[src/rtl/phy_link_mode_pkg.sv]
// constants, types and register map for the phy link mode control block
package phy_link_mode_pkg;

	localparam logic [7:0] ADDR_BASIC_CTRL = 8'h00;
	localparam logic [7:0] ADDR_BASIC_STAT = 8'h01;
	localparam logic [7:0] ADDR_ADVERTISE = 8'h04;
	localparam logic [7:0] ADDR_PARTNER = 8'h05;
	localparam logic [7:0] ADDR_EXPANSION = 8'h06;
	localparam logic [7:0] ADDR_IRQ_MASK = 8'h1A;
	localparam logic [7:0] ADDR_IRQ_STAT = 8'h1B;
	localparam logic [7:0] ADDR_PORT_CTRL = 8'h1C;
	localparam logic [7:0] ADDR_EEE_ADV = 8'h3C;
	localparam logic [3:0] ADDR_FILT_PAGE = 4'h4;

	localparam int CTRL_SPEED = 13;
	localparam int CTRL_AN_EN = 12;
	localparam int CTRL_RESTART = 9;
	localparam int CTRL_DUPLEX = 8;
	localparam int STAT_AN_DONE = 5;
	localparam int STAT_AN_ABLE = 3;
	localparam int STAT_LINK = 2;
	localparam int ADV_LO = 5;
	localparam int ADV_HI = 8;
	localparam int EXP_PARTNER_AN = 0;
	localparam int PCTL_AUTO_MDIX = 0;
	localparam int PCTL_FORCE_MDIX = 1;
	localparam int EEE_ADV_100 = 1;
	localparam int IRQ_LINK_UP = 0;
	localparam int IRQ_LINK_DOWN = 1;
	localparam int IRQ_AN_DONE = 2;

	localparam logic [15:0] CTRL_RESET = 16'h3100;
	localparam logic [15:0] ADV_RESET = 16'h05E1;
	localparam logic [15:0] PCTL_RESET = 16'h0001;
	localparam logic [15:0] EEE_ADV_RESET = 16'h0002;

	localparam logic [15:0] FILT_ON [16] = '{
		16'h0000, 16'h1F0F, 16'h1F1F, 16'h0010, 16'h0000, 16'h0000,
		16'h0000, 16'h0000, 16'h0000, 16'h0000, 16'h0000, 16'h0000,
		16'h0000, 16'h0000, 16'h0000, 16'h0000};
	localparam logic [15:0] FILT_OFF [16] = '{
		16'h0001, 16'h0E03, 16'h3020, 16'h2E36, 16'h0B1C, 16'h7E01,
		16'h7F7E, 16'h0000, 16'h0000, 16'h0000, 16'h0000, 16'h0000,
		16'h0000, 16'h0000, 16'h0000, 16'h0000};

	typedef enum logic [2:0] {
		ST_DOWN = 3'h1,
		ST_NEG = 3'h2,
		ST_UP = 3'h4
	} link_state_t;

	typedef struct packed {
		logic speed_100;
		logic full_duplex;
	} link_mode_t;

	typedef struct packed {
		logic page_valid;
		logic eee_np;
		logic [15:0] ability;
	} partner_page_t;

endpackage

[src/rtl/phy_link_mode_control.sv]
// link establishment control for one integrated 10/100 phy port
`timescale 1ns/10ps
`default_nettype none

module phy_link_mode_control (
	input wire logic ref_clk,
	input wire logic rst_n,
	input wire logic [7:0] reg_addr,
	input wire logic [15:0] reg_wdata,
	input wire logic reg_wr,
	input wire logic reg_rd,
	output logic [15:0] reg_rdata,
	input wire logic emission_filter_strap,
	input wire logic fast_link_strap,
	input wire logic fast_link_speed_strap,
	input wire logic crossover_strap,
	input wire logic rx_signal_ok,
	input wire phy_link_mode_pkg::partner_page_t partner,
	input wire logic pd_detect_valid,
	input wire logic pd_speed_100,
	input wire logic mdix_sensed,
	output logic link_up,
	output phy_link_mode_pkg::link_mode_t mode,
	output logic an_active,
	output logic auto_mdix_on,
	output logic mdix_select,
	output logic eee_active,
	output logic filter_enable,
	output logic irq
);

	////////////////////////////////////////////////////////////////////////
	// state

	phy_link_mode_pkg::link_state_t state;
	phy_link_mode_pkg::link_state_t next_state;
	phy_link_mode_pkg::link_mode_t next_mode;
	logic straps_taken;
	logic fast_mode;
	logic xover_fixed;
	logic [15:0] ctrl;
	logic [15:0] adv;
	logic [15:0] partner_reg;
	logic partner_an_able;
	logic an_done;
	logic [15:0] port_ctrl;
	logic [15:0] eee_adv;
	logic [2:0] irq_stat;
	logic [2:0] irq_mask;
	logic [2:0] next_stat;
	logic [15:0] filt [16];
	logic take_partner;
	logic an_done_hit;
	logic next_eee;

	////////////////////////////////////////////////////////////////////////
	// decode

	wire wr_ctrl = reg_wr && reg_addr == phy_link_mode_pkg::ADDR_BASIC_CTRL;
	wire wr_adv = reg_wr && reg_addr == phy_link_mode_pkg::ADDR_ADVERTISE;
	wire wr_pctl = reg_wr && reg_addr == phy_link_mode_pkg::ADDR_PORT_CTRL;
	wire wr_eee = reg_wr && reg_addr == phy_link_mode_pkg::ADDR_EEE_ADV;
	wire wr_mask = reg_wr && reg_addr == phy_link_mode_pkg::ADDR_IRQ_MASK;
	wire wr_stat = reg_wr && reg_addr == phy_link_mode_pkg::ADDR_IRQ_STAT;
	wire wr_filt = reg_wr && reg_addr[7:4] == phy_link_mode_pkg::ADDR_FILT_PAGE;
	wire capture = !straps_taken;

	// strap wins over bit 12 so software cannot undo fast link
	wire an_on = ctrl[phy_link_mode_pkg::CTRL_AN_EN] && !fast_mode;
	wire speed_change = wr_ctrl && state == phy_link_mode_pkg::ST_UP
		&& reg_wdata[phy_link_mode_pkg::CTRL_SPEED]
		!= ctrl[phy_link_mode_pkg::CTRL_SPEED];
	wire restart = wr_ctrl && an_on
		&& reg_wdata[phy_link_mode_pkg::CTRL_RESTART];
	wire an_toggle = wr_ctrl && reg_wdata[phy_link_mode_pkg::CTRL_AN_EN]
		!= ctrl[phy_link_mode_pkg::CTRL_AN_EN];
	wire drop_req = speed_change || restart || an_toggle;

	// common abilities, bit 3 = 100 full down to bit 0 = 10 half
	wire [3:0] common = adv[phy_link_mode_pkg::ADV_HI:phy_link_mode_pkg::ADV_LO]
		& partner.ability[phy_link_mode_pkg::ADV_HI:phy_link_mode_pkg::ADV_LO];
	wire phy_link_mode_pkg::link_mode_t forced = '{
		speed_100: ctrl[phy_link_mode_pkg::CTRL_SPEED],
		full_duplex: ctrl[phy_link_mode_pkg::CTRL_DUPLEX]};

	function automatic phy_link_mode_pkg::link_mode_t resolve(
		input logic [3:0] c);
		phy_link_mode_pkg::link_mode_t m;
		m = '{speed_100: 1'b0, full_duplex: 1'b0};
		if (c[3])
			m = '{speed_100: 1'b1, full_duplex: 1'b1};
		else if (c[2])
			m = '{speed_100: 1'b1, full_duplex: 1'b0};
		else if (c[1])
			m = '{speed_100: 1'b0, full_duplex: 1'b1};
		return m;
	endfunction

	////////////////////////////////////////////////////////////////////////
	// link state machine

	always_comb
	begin
		next_state = state;
		next_mode = mode;
		next_eee = eee_active;
		take_partner = 1'b0;
		an_done_hit = 1'b0;
		case (state)
			phy_link_mode_pkg::ST_DOWN:
			begin
				if (straps_taken && rx_signal_ok && an_on)
					next_state = phy_link_mode_pkg::ST_NEG;
				else if (straps_taken && rx_signal_ok)
				begin
					// a negotiating partner falls back to detecting us
					next_state = phy_link_mode_pkg::ST_UP;
					next_mode = forced;
					next_eee = 1'b0;
				end
			end
			phy_link_mode_pkg::ST_NEG:
			begin
				if (!rx_signal_ok || !an_on)
					next_state = phy_link_mode_pkg::ST_DOWN;
				else if (partner.page_valid)
				begin
					take_partner = 1'b1;
					if (|common)
					begin
						next_state = phy_link_mode_pkg::ST_UP;
						next_mode = resolve(common);
						an_done_hit = 1'b1;
						next_eee = common[3] && partner.eee_np
							&& eee_adv[phy_link_mode_pkg::EEE_ADV_100];
					end
				end
				else if (pd_detect_valid)
				begin
					// parallel detection can only ever give half duplex
					next_state = phy_link_mode_pkg::ST_UP;
					next_mode = '{speed_100: pd_speed_100,
						full_duplex: 1'b0};
					next_eee = 1'b0;
				end
			end
			phy_link_mode_pkg::ST_UP:
			begin
				// mode is not touched here: new duplex waits for a relink
				if (!rx_signal_ok || drop_req)
					next_state = phy_link_mode_pkg::ST_DOWN;
			end
			default:
				next_state = phy_link_mode_pkg::ST_DOWN;
		endcase
	end

	wire ev_up = next_state == phy_link_mode_pkg::ST_UP && !link_up;
	wire ev_down = next_state != phy_link_mode_pkg::ST_UP && link_up;
	wire [2:0] events = {an_done_hit, ev_down, ev_up};
	wire [2:0] clr = wr_stat ? reg_wdata[2:0] : 3'h0;
	// a new event wins over a clear in the same cycle
	assign next_stat = (irq_stat & ~clr) | events;
	wire [2:0] next_mask = wr_mask ? reg_wdata[2:0] : irq_mask;

	always_ff @(posedge ref_clk)
	begin
		if (!rst_n)
		begin
			state <= phy_link_mode_pkg::ST_DOWN;
			mode <= '{speed_100: 1'b0, full_duplex: 1'b0};
			link_up <= 1'b0;
			eee_active <= 1'b0;
			irq_stat <= 3'h0;
			irq_mask <= 3'h0;
			irq <= 1'b0;
		end
		else
		begin
			state <= next_state;
			mode <= next_mode;
			link_up <= next_state == phy_link_mode_pkg::ST_UP;
			eee_active <= next_eee;
			irq_stat <= next_stat;
			irq_mask <= next_mask;
			irq <= |(next_stat & next_mask);
		end
	end

	wire next_auto = port_ctrl[phy_link_mode_pkg::PCTL_AUTO_MDIX] && !fast_mode;
	wire next_mdix = fast_mode ? xover_fixed
		: next_auto ? mdix_sensed
		: port_ctrl[phy_link_mode_pkg::PCTL_FORCE_MDIX];

	////////////////////////////////////////////////////////////////////////
	// straps and control registers

	// straps are caught on the first edge after reset release
	always_ff @(posedge ref_clk)
	begin
		if (!rst_n)
		begin
			straps_taken <= 1'b0;
			fast_mode <= 1'b0;
			xover_fixed <= 1'b0;
			filter_enable <= 1'b0;
		end
		else if (capture)
		begin
			straps_taken <= 1'b1;
			fast_mode <= fast_link_strap;
			xover_fixed <= crossover_strap;
			filter_enable <= emission_filter_strap;
		end
	end

	always_ff @(posedge ref_clk)
	begin
		if (!rst_n)
			ctrl <= phy_link_mode_pkg::CTRL_RESET;
		else if (capture && fast_link_strap)
			ctrl[phy_link_mode_pkg::CTRL_SPEED] <= fast_link_speed_strap;
		else if (wr_ctrl)
			ctrl <= reg_wdata & ~(16'h0001 << phy_link_mode_pkg::CTRL_RESTART);
	end

	always_ff @(posedge ref_clk)
	begin
		if (!rst_n)
		begin
			adv <= phy_link_mode_pkg::ADV_RESET;
			port_ctrl <= phy_link_mode_pkg::PCTL_RESET;
			eee_adv <= phy_link_mode_pkg::EEE_ADV_RESET;
		end
		else
		begin
			if (wr_adv)
				adv <= reg_wdata;
			if (wr_pctl)
				port_ctrl <= reg_wdata;
			if (wr_eee)
				eee_adv <= reg_wdata;
		end
	end

	always_ff @(posedge ref_clk)
	begin
		if (!rst_n)
		begin
			partner_reg <= 16'h0000;
			partner_an_able <= 1'b0;
			an_done <= 1'b0;
		end
		else
		begin
			if (take_partner)
			begin
				partner_reg <= partner.ability;
				partner_an_able <= 1'b1;
			end
			if (an_done_hit)
				an_done <= 1'b1;
			else if (next_state != phy_link_mode_pkg::ST_UP)
				an_done <= 1'b0;
		end
	end

	always_ff @(posedge ref_clk)
	begin
		if (!rst_n)
		begin
			an_active <= 1'b1;
			auto_mdix_on <= 1'b1;
			mdix_select <= 1'b0;
		end
		else
		begin
			an_active <= an_on;
			auto_mdix_on <= next_auto;
			mdix_select <= next_mdix;
		end
	end

	////////////////////////////////////////////////////////////////////////
	// emission filter words, reloaded from the strap set at reset

	generate
		for (genvar i = 0; i < 16; i++)
		begin : g_filt
			always_ff @(posedge ref_clk)
			begin
				if (!rst_n)
					filt[i] <= 16'h0000;
				else if (capture)
					filt[i] <= emission_filter_strap
						? phy_link_mode_pkg::FILT_ON[i]
						: phy_link_mode_pkg::FILT_OFF[i];
				else if (wr_filt && reg_addr[3:0] == 4'(i))
					filt[i] <= reg_wdata;
			end
		end
	endgenerate

	////////////////////////////////////////////////////////////////////////
	// read path, data valid the cycle after the strobe

	wire [15:0] stat_word = (16'h0001 << phy_link_mode_pkg::STAT_AN_ABLE)
		| (16'(an_done) << phy_link_mode_pkg::STAT_AN_DONE)
		| (16'(link_up) << phy_link_mode_pkg::STAT_LINK);
	wire [15:0] rd_mux =
		reg_addr == phy_link_mode_pkg::ADDR_BASIC_CTRL ? ctrl
		: reg_addr == phy_link_mode_pkg::ADDR_BASIC_STAT ? stat_word
		: reg_addr == phy_link_mode_pkg::ADDR_ADVERTISE ? adv
		: reg_addr == phy_link_mode_pkg::ADDR_PARTNER ? partner_reg
		: reg_addr == phy_link_mode_pkg::ADDR_EXPANSION ? 16'(partner_an_able)
		: reg_addr == phy_link_mode_pkg::ADDR_IRQ_MASK ? {13'h0000, irq_mask}
		: reg_addr == phy_link_mode_pkg::ADDR_IRQ_STAT ? {13'h0000, irq_stat}
		: reg_addr == phy_link_mode_pkg::ADDR_PORT_CTRL ? port_ctrl
		: reg_addr == phy_link_mode_pkg::ADDR_EEE_ADV ? eee_adv
		: reg_addr[7:4] == phy_link_mode_pkg::ADDR_FILT_PAGE ? filt[reg_addr[3:0]]
		: 16'h0000;

	always_ff @(posedge ref_clk)
	begin
		if (!rst_n)
			reg_rdata <= 16'h0000;
		else
			reg_rdata <= reg_rd ? rd_mux : 16'h0000;
	end
endmodule

`default_nettype wire

[config.mk]
export PLATFORM = sky130hd
export DESIGN_NAME = phy_link_mode_control
export DESIGN_NICKNAME = d
export VERILOG_FILES = /design/src/rtl/phy_link_mode_pkg.sv /design/src/rtl/phy_link_mode_control.sv
export SDC_FILE = /design/constraint.sdc
export NUM_CORES = 1
export LEC_CHECK = 0
export ABC_AREA = 1
export BUFFER_PORTS_ARGS = -buffer_cell sky130_fd_sc_hd__buf_2
export CORE_ASPECT_RATIO = 1.5
export CORE_MARGIN = 1
export CORE_UTILIZATION = 55
export CTS_CLUSTER_DIAMETER = 150
export DETAILED_ROUTE_END_ITERATION = 16
export GPL_TIMING_DRIVEN = 0
export PLACE_DENSITY = 0.85
export SLEW_MARGIN = 15
export SYNTH_ARGS = -nofsm -noshare
export SYNTH_HDL_FRONTEND = slang
export SYNTH_SLANG_ARGS = --single-unit
[constraint.sdc]
create_clock -name ref_clk -period 2.26 [get_ports ref_clk]
set_input_delay 0.452 -clock ref_clk [delete_from_list [all_inputs] [get_ports ref_clk]]
set_output_delay 0.452 -clock ref_clk [all_outputs]
set_load 0.01 [all_outputs]
-- After elaboration in Yosys (flattened, before gate mapping)
Memory sizes are Yosys's and may differ from the RTL's.
Cells that the tools add are included.
- register bits after elaboration: 118
- bits in writable memories: 256
- input port bits: 54
- memories: 1
- equal/unequal tests: 36
- multiplexer cells: 158
- bitwise gates (word level): 40
- reductions and logical operators: 57
- memory list (name ; depth ; width ; read ports ; clocked after Yosys merged registers in ; write ports ; RTL line ; RTL):
    filt ; 16 ; 16 ; 1 ; 0 ; 16 ; phy_link_mode_control.sv:51 ; logic [15:0] filt [16];
- operator list (operator ; number):
    $mux W16 ; 42
    $mux W1 ; 89
    $mux W14 ; 3
    $logic_and A1 B1 Y1 ; 37
    $eq A4 B4 Y1 const B ; 8
    $or A1 B1 Y1 ; 32
    $mux W15 ; 2
    $mux W3 ; 9
    $eq A8 B3 Y1 const B ; 3
    $eq A8 B5 Y1 const B ; 3
    $eq A4 B3 Y1 const B ; 5
    $mux W2 ; 8
    $mux W13 ; 1
    $mux W12 ; 1
    $ne A3 B3 Y1 const B ; 3
    $pmux W3 S3 ; 1
    $eq A4 B2 Y1 const B ; 2
    $eq A8 B1 Y1 const B ; 1
    $eq A8 B6 Y1 const B ; 1
    $logic_not A8 Y1 ; 1
    $and A3 B3 Y3 ; 2
    $eq A3 B3 Y1 const B ; 2
    $ne A2 B2 Y1 const B ; 3
    $or A6 B3 Y6 ; 1
    other kinds (19) ; 31

-- Depth between registers and ports, before layout
Gate-level depths: netlist of the first run.
- depth in word-level cells: 14
- mapped depth: 16

-- Worst setup path before layout of the first run
OpenSTA, ideal clock, no wires.
- path type: input-to-reg
- start point: in reg_addr[5]
- end point: mem filt[8][0], enable pin
- arrival: 1.902 ns
- required time: 1.888 ns
- path slack: -0.014 ns
- stages on the path: 8
- path buffers: 1
- cells stage by stage: nor2_1 nand2_1 nor2_2 nand3_2 nor2_1 nand2_1 clkbuf_1 nand2_1
- RTL lines (item ; RTL line ; RTL):
    from (decl) ; phy_link_mode_control.sv:8 ; input wire logic [7:0] reg_addr,
    to (decl) ; phy_link_mode_control.sv:51 ;

==> run metrics, run 1 <==
max_slew headroom approximately 33%; Setup CP Type flop to flop; final setup violation count 0; core area about 28000 µm²; vias per cell roughly 6.4; Hold Path Class primary input to flop; status complete, no violations; Row Count 75; Hold Fails Final Rpt 0; Port Buffers 77; vias in the first global route roughly 13000; CTS tree built; # fillers ~2100; GR Util All Layers 34.63%; crit share post-route 99.04%; die area slightly below 30000 µm²; Synth Flop Type edfxtp_1; vias about 13000; CTS max path bufs 3; share of cells above drive strength 1 between 10 and 15%; Detailed Routing Iterations Pass 1 8; Routed wire per std cell around 24 µm; WP data required between 2 and 2.5 ns; Final nets 1786; Die W 140.6 µm; clock skew about 0.012 ns; Chip Height between 200 and 250 µm; hpwl dp approximately 35 mm; Yosys top cell area share between 40% and 50%; Worst Path Arrival 2.47 ns; Post-synth ARST share 0%; Max Fclk roughly 450 MHz; ANT nets after route 0; max FFs per register between 200 and 300; placed inst area between 15000 and 20000 µm²; cell taking the most area after synthesis edfxtp_1; Final Max Slew Viols 0; Distinct cells, synth between 40 and 50; Area contributors post-synth edfxtp_1 (49%), dfxtp_1 (15%), nand2_1 (6.8%); Synthesis Warnings 0; Syn Nets 1663; #FFs+latches synth around 370; latest clock arrival within the worst-skew pair 0.52 ns; maxcap violations 0; # diodes 0; CTS buffer count 34; num ports between 70 and 80; H-tree Lvls 2; Largest Register filt; Worst Path Max Fanout 12; Starting Density a little under three fifths; Worst Max-Slew Pin Slew approximately 1.0 ns; minimum clock period approximately 2.2 ns; syn avg cell area 9.843 µm²; CTS sink count between 300 and 400; total gr overflow 0; Final Util around 65%; DRT iter0 DRCs 1818; most common cell in the synthesized netlist nand2_1; P&R area growth vs syn 15.22%; Worst setup EP type flop; post-synthesis cell area around 16000 µm²; leakage about 7.6 nW; VDD IR max about 0.00072 V; Post-route DRC 0; Final Wtd Congestion approximately 1; Power Density 779.1 nW/µm²; Total Wirelength about 50 mm; Clock transition at path regs 0.06 ns; Mapped Cells 1609; sequential cell area fraction in the yosys report a little under two thirds; final instance area 18250 µm²; first-pass GRT wire length between 70 and 80 mm; initial antenna violation count 1; largest net degree at the start of global routing 17; root buf cell clkbuf_16; Worst setup SP type flop; Post-synth top cells nand2_1 (285), nor2_1 (281), edfxtp_1 (256); EDFF count, synth approximately 260
## report_power, final
| group | internal (mW) | switching, mW | leakage, nW | total, mW |
|---|---|---|---|---|
| logic | 0.254 | 0.718 | 3.37 | 0.972 |
| clock network | 3.14 | 2.44 | 0.514 | 5.58 |
| registers | 7.57 | 0.0925 | 3.75 | 7.66 |
| total | 11.0 | 3.25 | 7.63 | 14.2 |
## area by class of cell
cell class | instances | area (µm²) | area share (%)
plain buffers | 111 | 580.6 | 3.182
clock buffers | 45 | 975.9 | 5.348
clock inverters | 10 | 72.57 | 0.3977
inverters | 79 | 322.8 | 1.769
multi-input cells | 1048 | 5361 | 29.38
flip-flops and latches | 374 | 10050 | 55.08
well taps | 346 | 432.9 | 2.372
repair buffers | 84 | 450.4 | 2.468
## worst max-delay path, stage by stage (launching register included)
cell,delay (ns)
dfxtp_2,0.38
nand2_1,0.11
bufinv_16,0.25
nand3_4,0.17
nor2_4,0.32
nand2_4,0.16
clkbuf_4,0.25
nand2_4,0.11
buf_12,0.18
## metal layers
layer / vias to the layer above / global-route usage (%) / wire length, µm
met5: - / 0 / 16
met4: 2 / 30.17 / 5195
met3: 337 / 6.137 / 4813
met2: 1086 / 59.79 / 24460
met1: 6238 / 36.36 / 15750
li1: 5826 / - / -
## cells in the final DEF, fill, tap and decap left out, types with 3 or more instances in the layout
cell / Yosys / final
a21o_1: 8 / 8
a21oi_1: 116 / 116
a22oi_1: 113 / 113
buf_1: 5 / 4
buf_2: 25 / 101
buf_4: 1 / 7
buf_6: 4 / 4
clkbuf_1: 76 / 61
clkbuf_16: 0 / 37
clkbuf_2: 0 / 7
clkbuf_4: 0 / 11
clkbuf_8: 0 / 7
clkinv_1: 5 / 9
clkinv_2: 0 / 4
dfxtp_1: 118 / 117
edfxtp_1: 256 / 256
inv_1: 63 / 62
inv_2: 11 / 11
nand2_1: 285 / 254
nand2_2: 2 / 16
nand2_4: 0 / 8
nand2_8: 0 / 12
nand3_1: 11 / 11
nand4_1: 23 / 23
nor2_1: 281 / 276
nor2_2: 5 / 5
nor2_4: 2 / 7
nor3_1: 3 / 3
o211ai_1: 12 / 12
o21ai_0: 146 / 146
o21ai_1: 9 / 9
o31ai_1: 4 / 3
or2_0: 8 / 8
or2_2: 3 / 3
## metrics by stage
step / worst slack [ns] / total power, mW / instances / setup TNS (ns) / hold WS [ns]
after floorplan: -0.01353 / 8.277 / 1609 / -0.7257 / 0.4206
after detailed placement: -1.377 / 8.662 / 2032 / -361.89 / 0.4456
after global placement: -1.384 / 8.624 / 2032 / -363.24 / 0.4359
final: 0.02162 / 14.22 / 2097 / 0 / 0.1490
after global routing: -0.008372 / 14.50 / 2097 / -0.05382 / 0.1421
after CTS: -0.08047 / 14.11 / 2092 / -3.608 / 0.1505
## kinds of logic (layout without fill, tap and decap cells)
family	Yosys count	in the layout	share of synthesized area (%)
AOI/OAI and AO/OA	415	415	15.42
xor gates and xnor gates	1	1	0.05531
buffers and inverters	190	329	4.914
DFF	374	374	63.45
and+or+nand+nor	629	632	16.16
## path summary, 6_finish.rpt
path	from	endpoint	slack (ns)	cells after the start
min reg2reg	filter_enable$_SDFFE_PN0N_	filter_enable$_SDFFE_PN0N_	0.46	2
max reg2reg	straps_taken$_DFF_P_	filt[2][2]$_DFFE_PP_	0.02	8
max	straps_taken$_DFF_P_	filt[2][2]$_DFFE_PP_	0.02	8
min	partner[12]	partner_reg[12]$_SDFFE_PN0P_	0.15	3
## timing repair
action,CTS,global route
pin swaps,3,2
hold buffers,0,0
gates resized for setup,99,23
setup buffers,2,5
gates cloned,3,0
setup endpoints to repair,411,295
Power figures use the tool's default switching activity.
==> inputs of run 2 (changes only) <==
- GPL_TIMING_DRIVEN: 0 -> 1
- RECOVER_POWER: unset -> 25
==> run metrics, run 2 (synthesis results as in run 1) <==
status complete, no violations; Starting Density 56.26% (unchanged); commonest non-fill, non-tap cell in the layout nor2_1; P&R area growth vs syn 17.40%; CTS max path bufs 3 (unchanged); hpwl dp 31.72 mm (-11%); max FFs per register 256 (unchanged); crit share post-route 93.86% (-5.2 points); Port Buffers 78 (+1.3%); Hold Path Class primary input to flop; clock skew 0.02504 ns (+0.01341 ns); share of cells above drive strength 1 14.42% (+0.081 points); die area 29490 µm² (unchanged); CP max stage cell dfxtp_1; most frequent cells in the layout nor2_1 (284), nand2_1 (280), edfxtp_1 (256), o21ai_0 (147), dfxtp_1 (118); Worst Max-Slew Pin Slew 1.306 ns (+0.2975 ns); largest net degree at the start of global routing 78 (+61); CTS tree built; setup ws final 0.1387 ns (+0.1171 ns); Final nets 1793 (+0.39%); CP Buf/Inv Count 3 (unchanged); vias in the first global route 13121 (-1.7%); Hold Fails Final Rpt 0 (unchanged); Sequential Area 10050 µm² (about the same); CP Cell Sequence nand2_1, inv_1, nand3_1, nor2_1, clkbuf_1, nand2_1, clkbuf_2, nor2_1; Worst Path Max Fanout 16 (+4); Clock transition at path regs 0.07 ns (about the same); minimum clock period 2.121 ns (-0.1171 ns); Power Density 789.0 nW/µm² (+1.3%); Post-CTS Hold Buffers 0 (unchanged); ANT nets after route 0 (unchanged); CTS sink count 374 (unchanged); DRT iter0 DRCs 1504 (-17%); root buf cell clkbuf_16; dpl ws -0.1065 ns (+1.271 ns); crit-path max cell delay 0.43 ns (+0.05 ns); Setup TNS Final 0 ns (unchanged); final instance area 18590 µm² (+1.9%); critical path's top delay family simple AND/OR/NAND/NOR gates; maxcap violations 0 (unchanged); hold_ws 0.1347 ns (-0.01429 ns); Setup Fix Bufs, Post-CTS 0 (-2); GR Util All Layers 32.19% (-2.4 points); VDD IR max 0.0008527 V (+18%); Worst Path Arrival 2.49 ns (+0.02 ns); Largest Register filt; Routed wire per std cell 22.07 µm (-7.9%); core area 28150 µm² (unchanged); CTS buffer count 34 (unchanged); Max Fclk 471.4 MHz (+5.5%); vias per cell 6.259 (-2.7%); Die W 140.6 µm (unchanged); vias 13193 (-2.2%); total gr overflow 0 (unchanged); area occupied by multi-input gates 5010 µm² (-6.6%); initial antenna violation count 1 (unchanged); Final Max Slew Viols 0 (unchanged); WP data required 2.62 ns (+0.13 ns); Setup CP Type flop to flop; Final Wtd Congestion 0.9882 (+0.29%); final setup violation count 0 (unchanged); Chip Height 209.8 µm (unchanged); cts repair resizes 0 (-100%); Worst setup SP type flop; RSZ-0062 raised after global routing no; placed inst area 17540 µm² (+5.2%); # diodes 0 (unchanged); # fillers 1977 (-7.2%); Cells after DPL 2049 (+0.84%); Detailed Routing Iterations Pass 1 6 (-2); Total Wirelength 46.52 mm (-7.4%); first-pass GRT wire length 71.85 mm (-4.6%); H-tree Lvls 2 (unchanged); max_slew headroom 12.94% (-20 points); num ports 79 (unchanged); Post-route DRC 0 (unchanged); fin cells 2108 (+0.52%); Worst setup EP type flop; leakage 7.831 nW (+2.7%); latest clock arrival within the worst-skew pair 0.53 ns (about the same); Row Count 75 (unchanged)
-- run 2: power by group --
part	switching (mW)	internal [mW]
clock network	2.52	3.50
logic	0.669	0.316
registers	0.0920	7.57
total	3.28	11.4
-- run 2: final timing paths --
check | start | to | slack, ns | cells after the start
worst max-delay path | straps_taken$_DFF_P_ | filt[8][2]$_SDFFCE_PN0P_ | 0.14 | 8
worst min-delay path | partner[9] | partner_reg[9]$_SDFFE_PN0P_ | 0.13 | 3
worst max register to register | straps_taken$_DFF_P_ | filt[8][2]$_SDFFCE_PN0P_ | 0.14 | 8
worst min register to register | ctrl[15]$_SDFFE_PN0P_ | reg_rdata[15]$_SDFF_PN0_ | 0.46 | 2
-- run 2: cell type report --
class / count / area share [%]
Clock buffer: 43 / 5.195
Clock inverter: 16 / 1.077
Inverter: 79 / 1.595
Multi-Input combinational cell: 1045 / 26.94
Sequential cell: 374 / 54.05
Tap cell: 346 / 2.328
Timing Repair Buffer: 205 / 8.809
-- run 2: stage by stage --
stage	util, %	power, mW
after floorplan	-	8.277
after global placement	62.29	8.733
after detailed placement	62.29	8.775
after CTS	66.43	14.66
after global routing	66.04	14.98
final	66.04	14.67
-- run 2: worst reg2reg max path: stages, from the launching register on --
cell and delay (ns):
dfxtp_1 0.43, nand2_1 0.13, inv_1 0.11, nand3_1 0.21, nor2_1 0.18, clkbuf_1 0.28, nand2_1 0.16, clkbuf_2 0.28
nor2_1 0.19
-- run 2: metal layers --
layer	global-route usage, %	part of all wire, %
met3	4.038	8.6
met1	35.95	33
met2	55.71	50
met5	0	0.037
met4	25.37	8.6
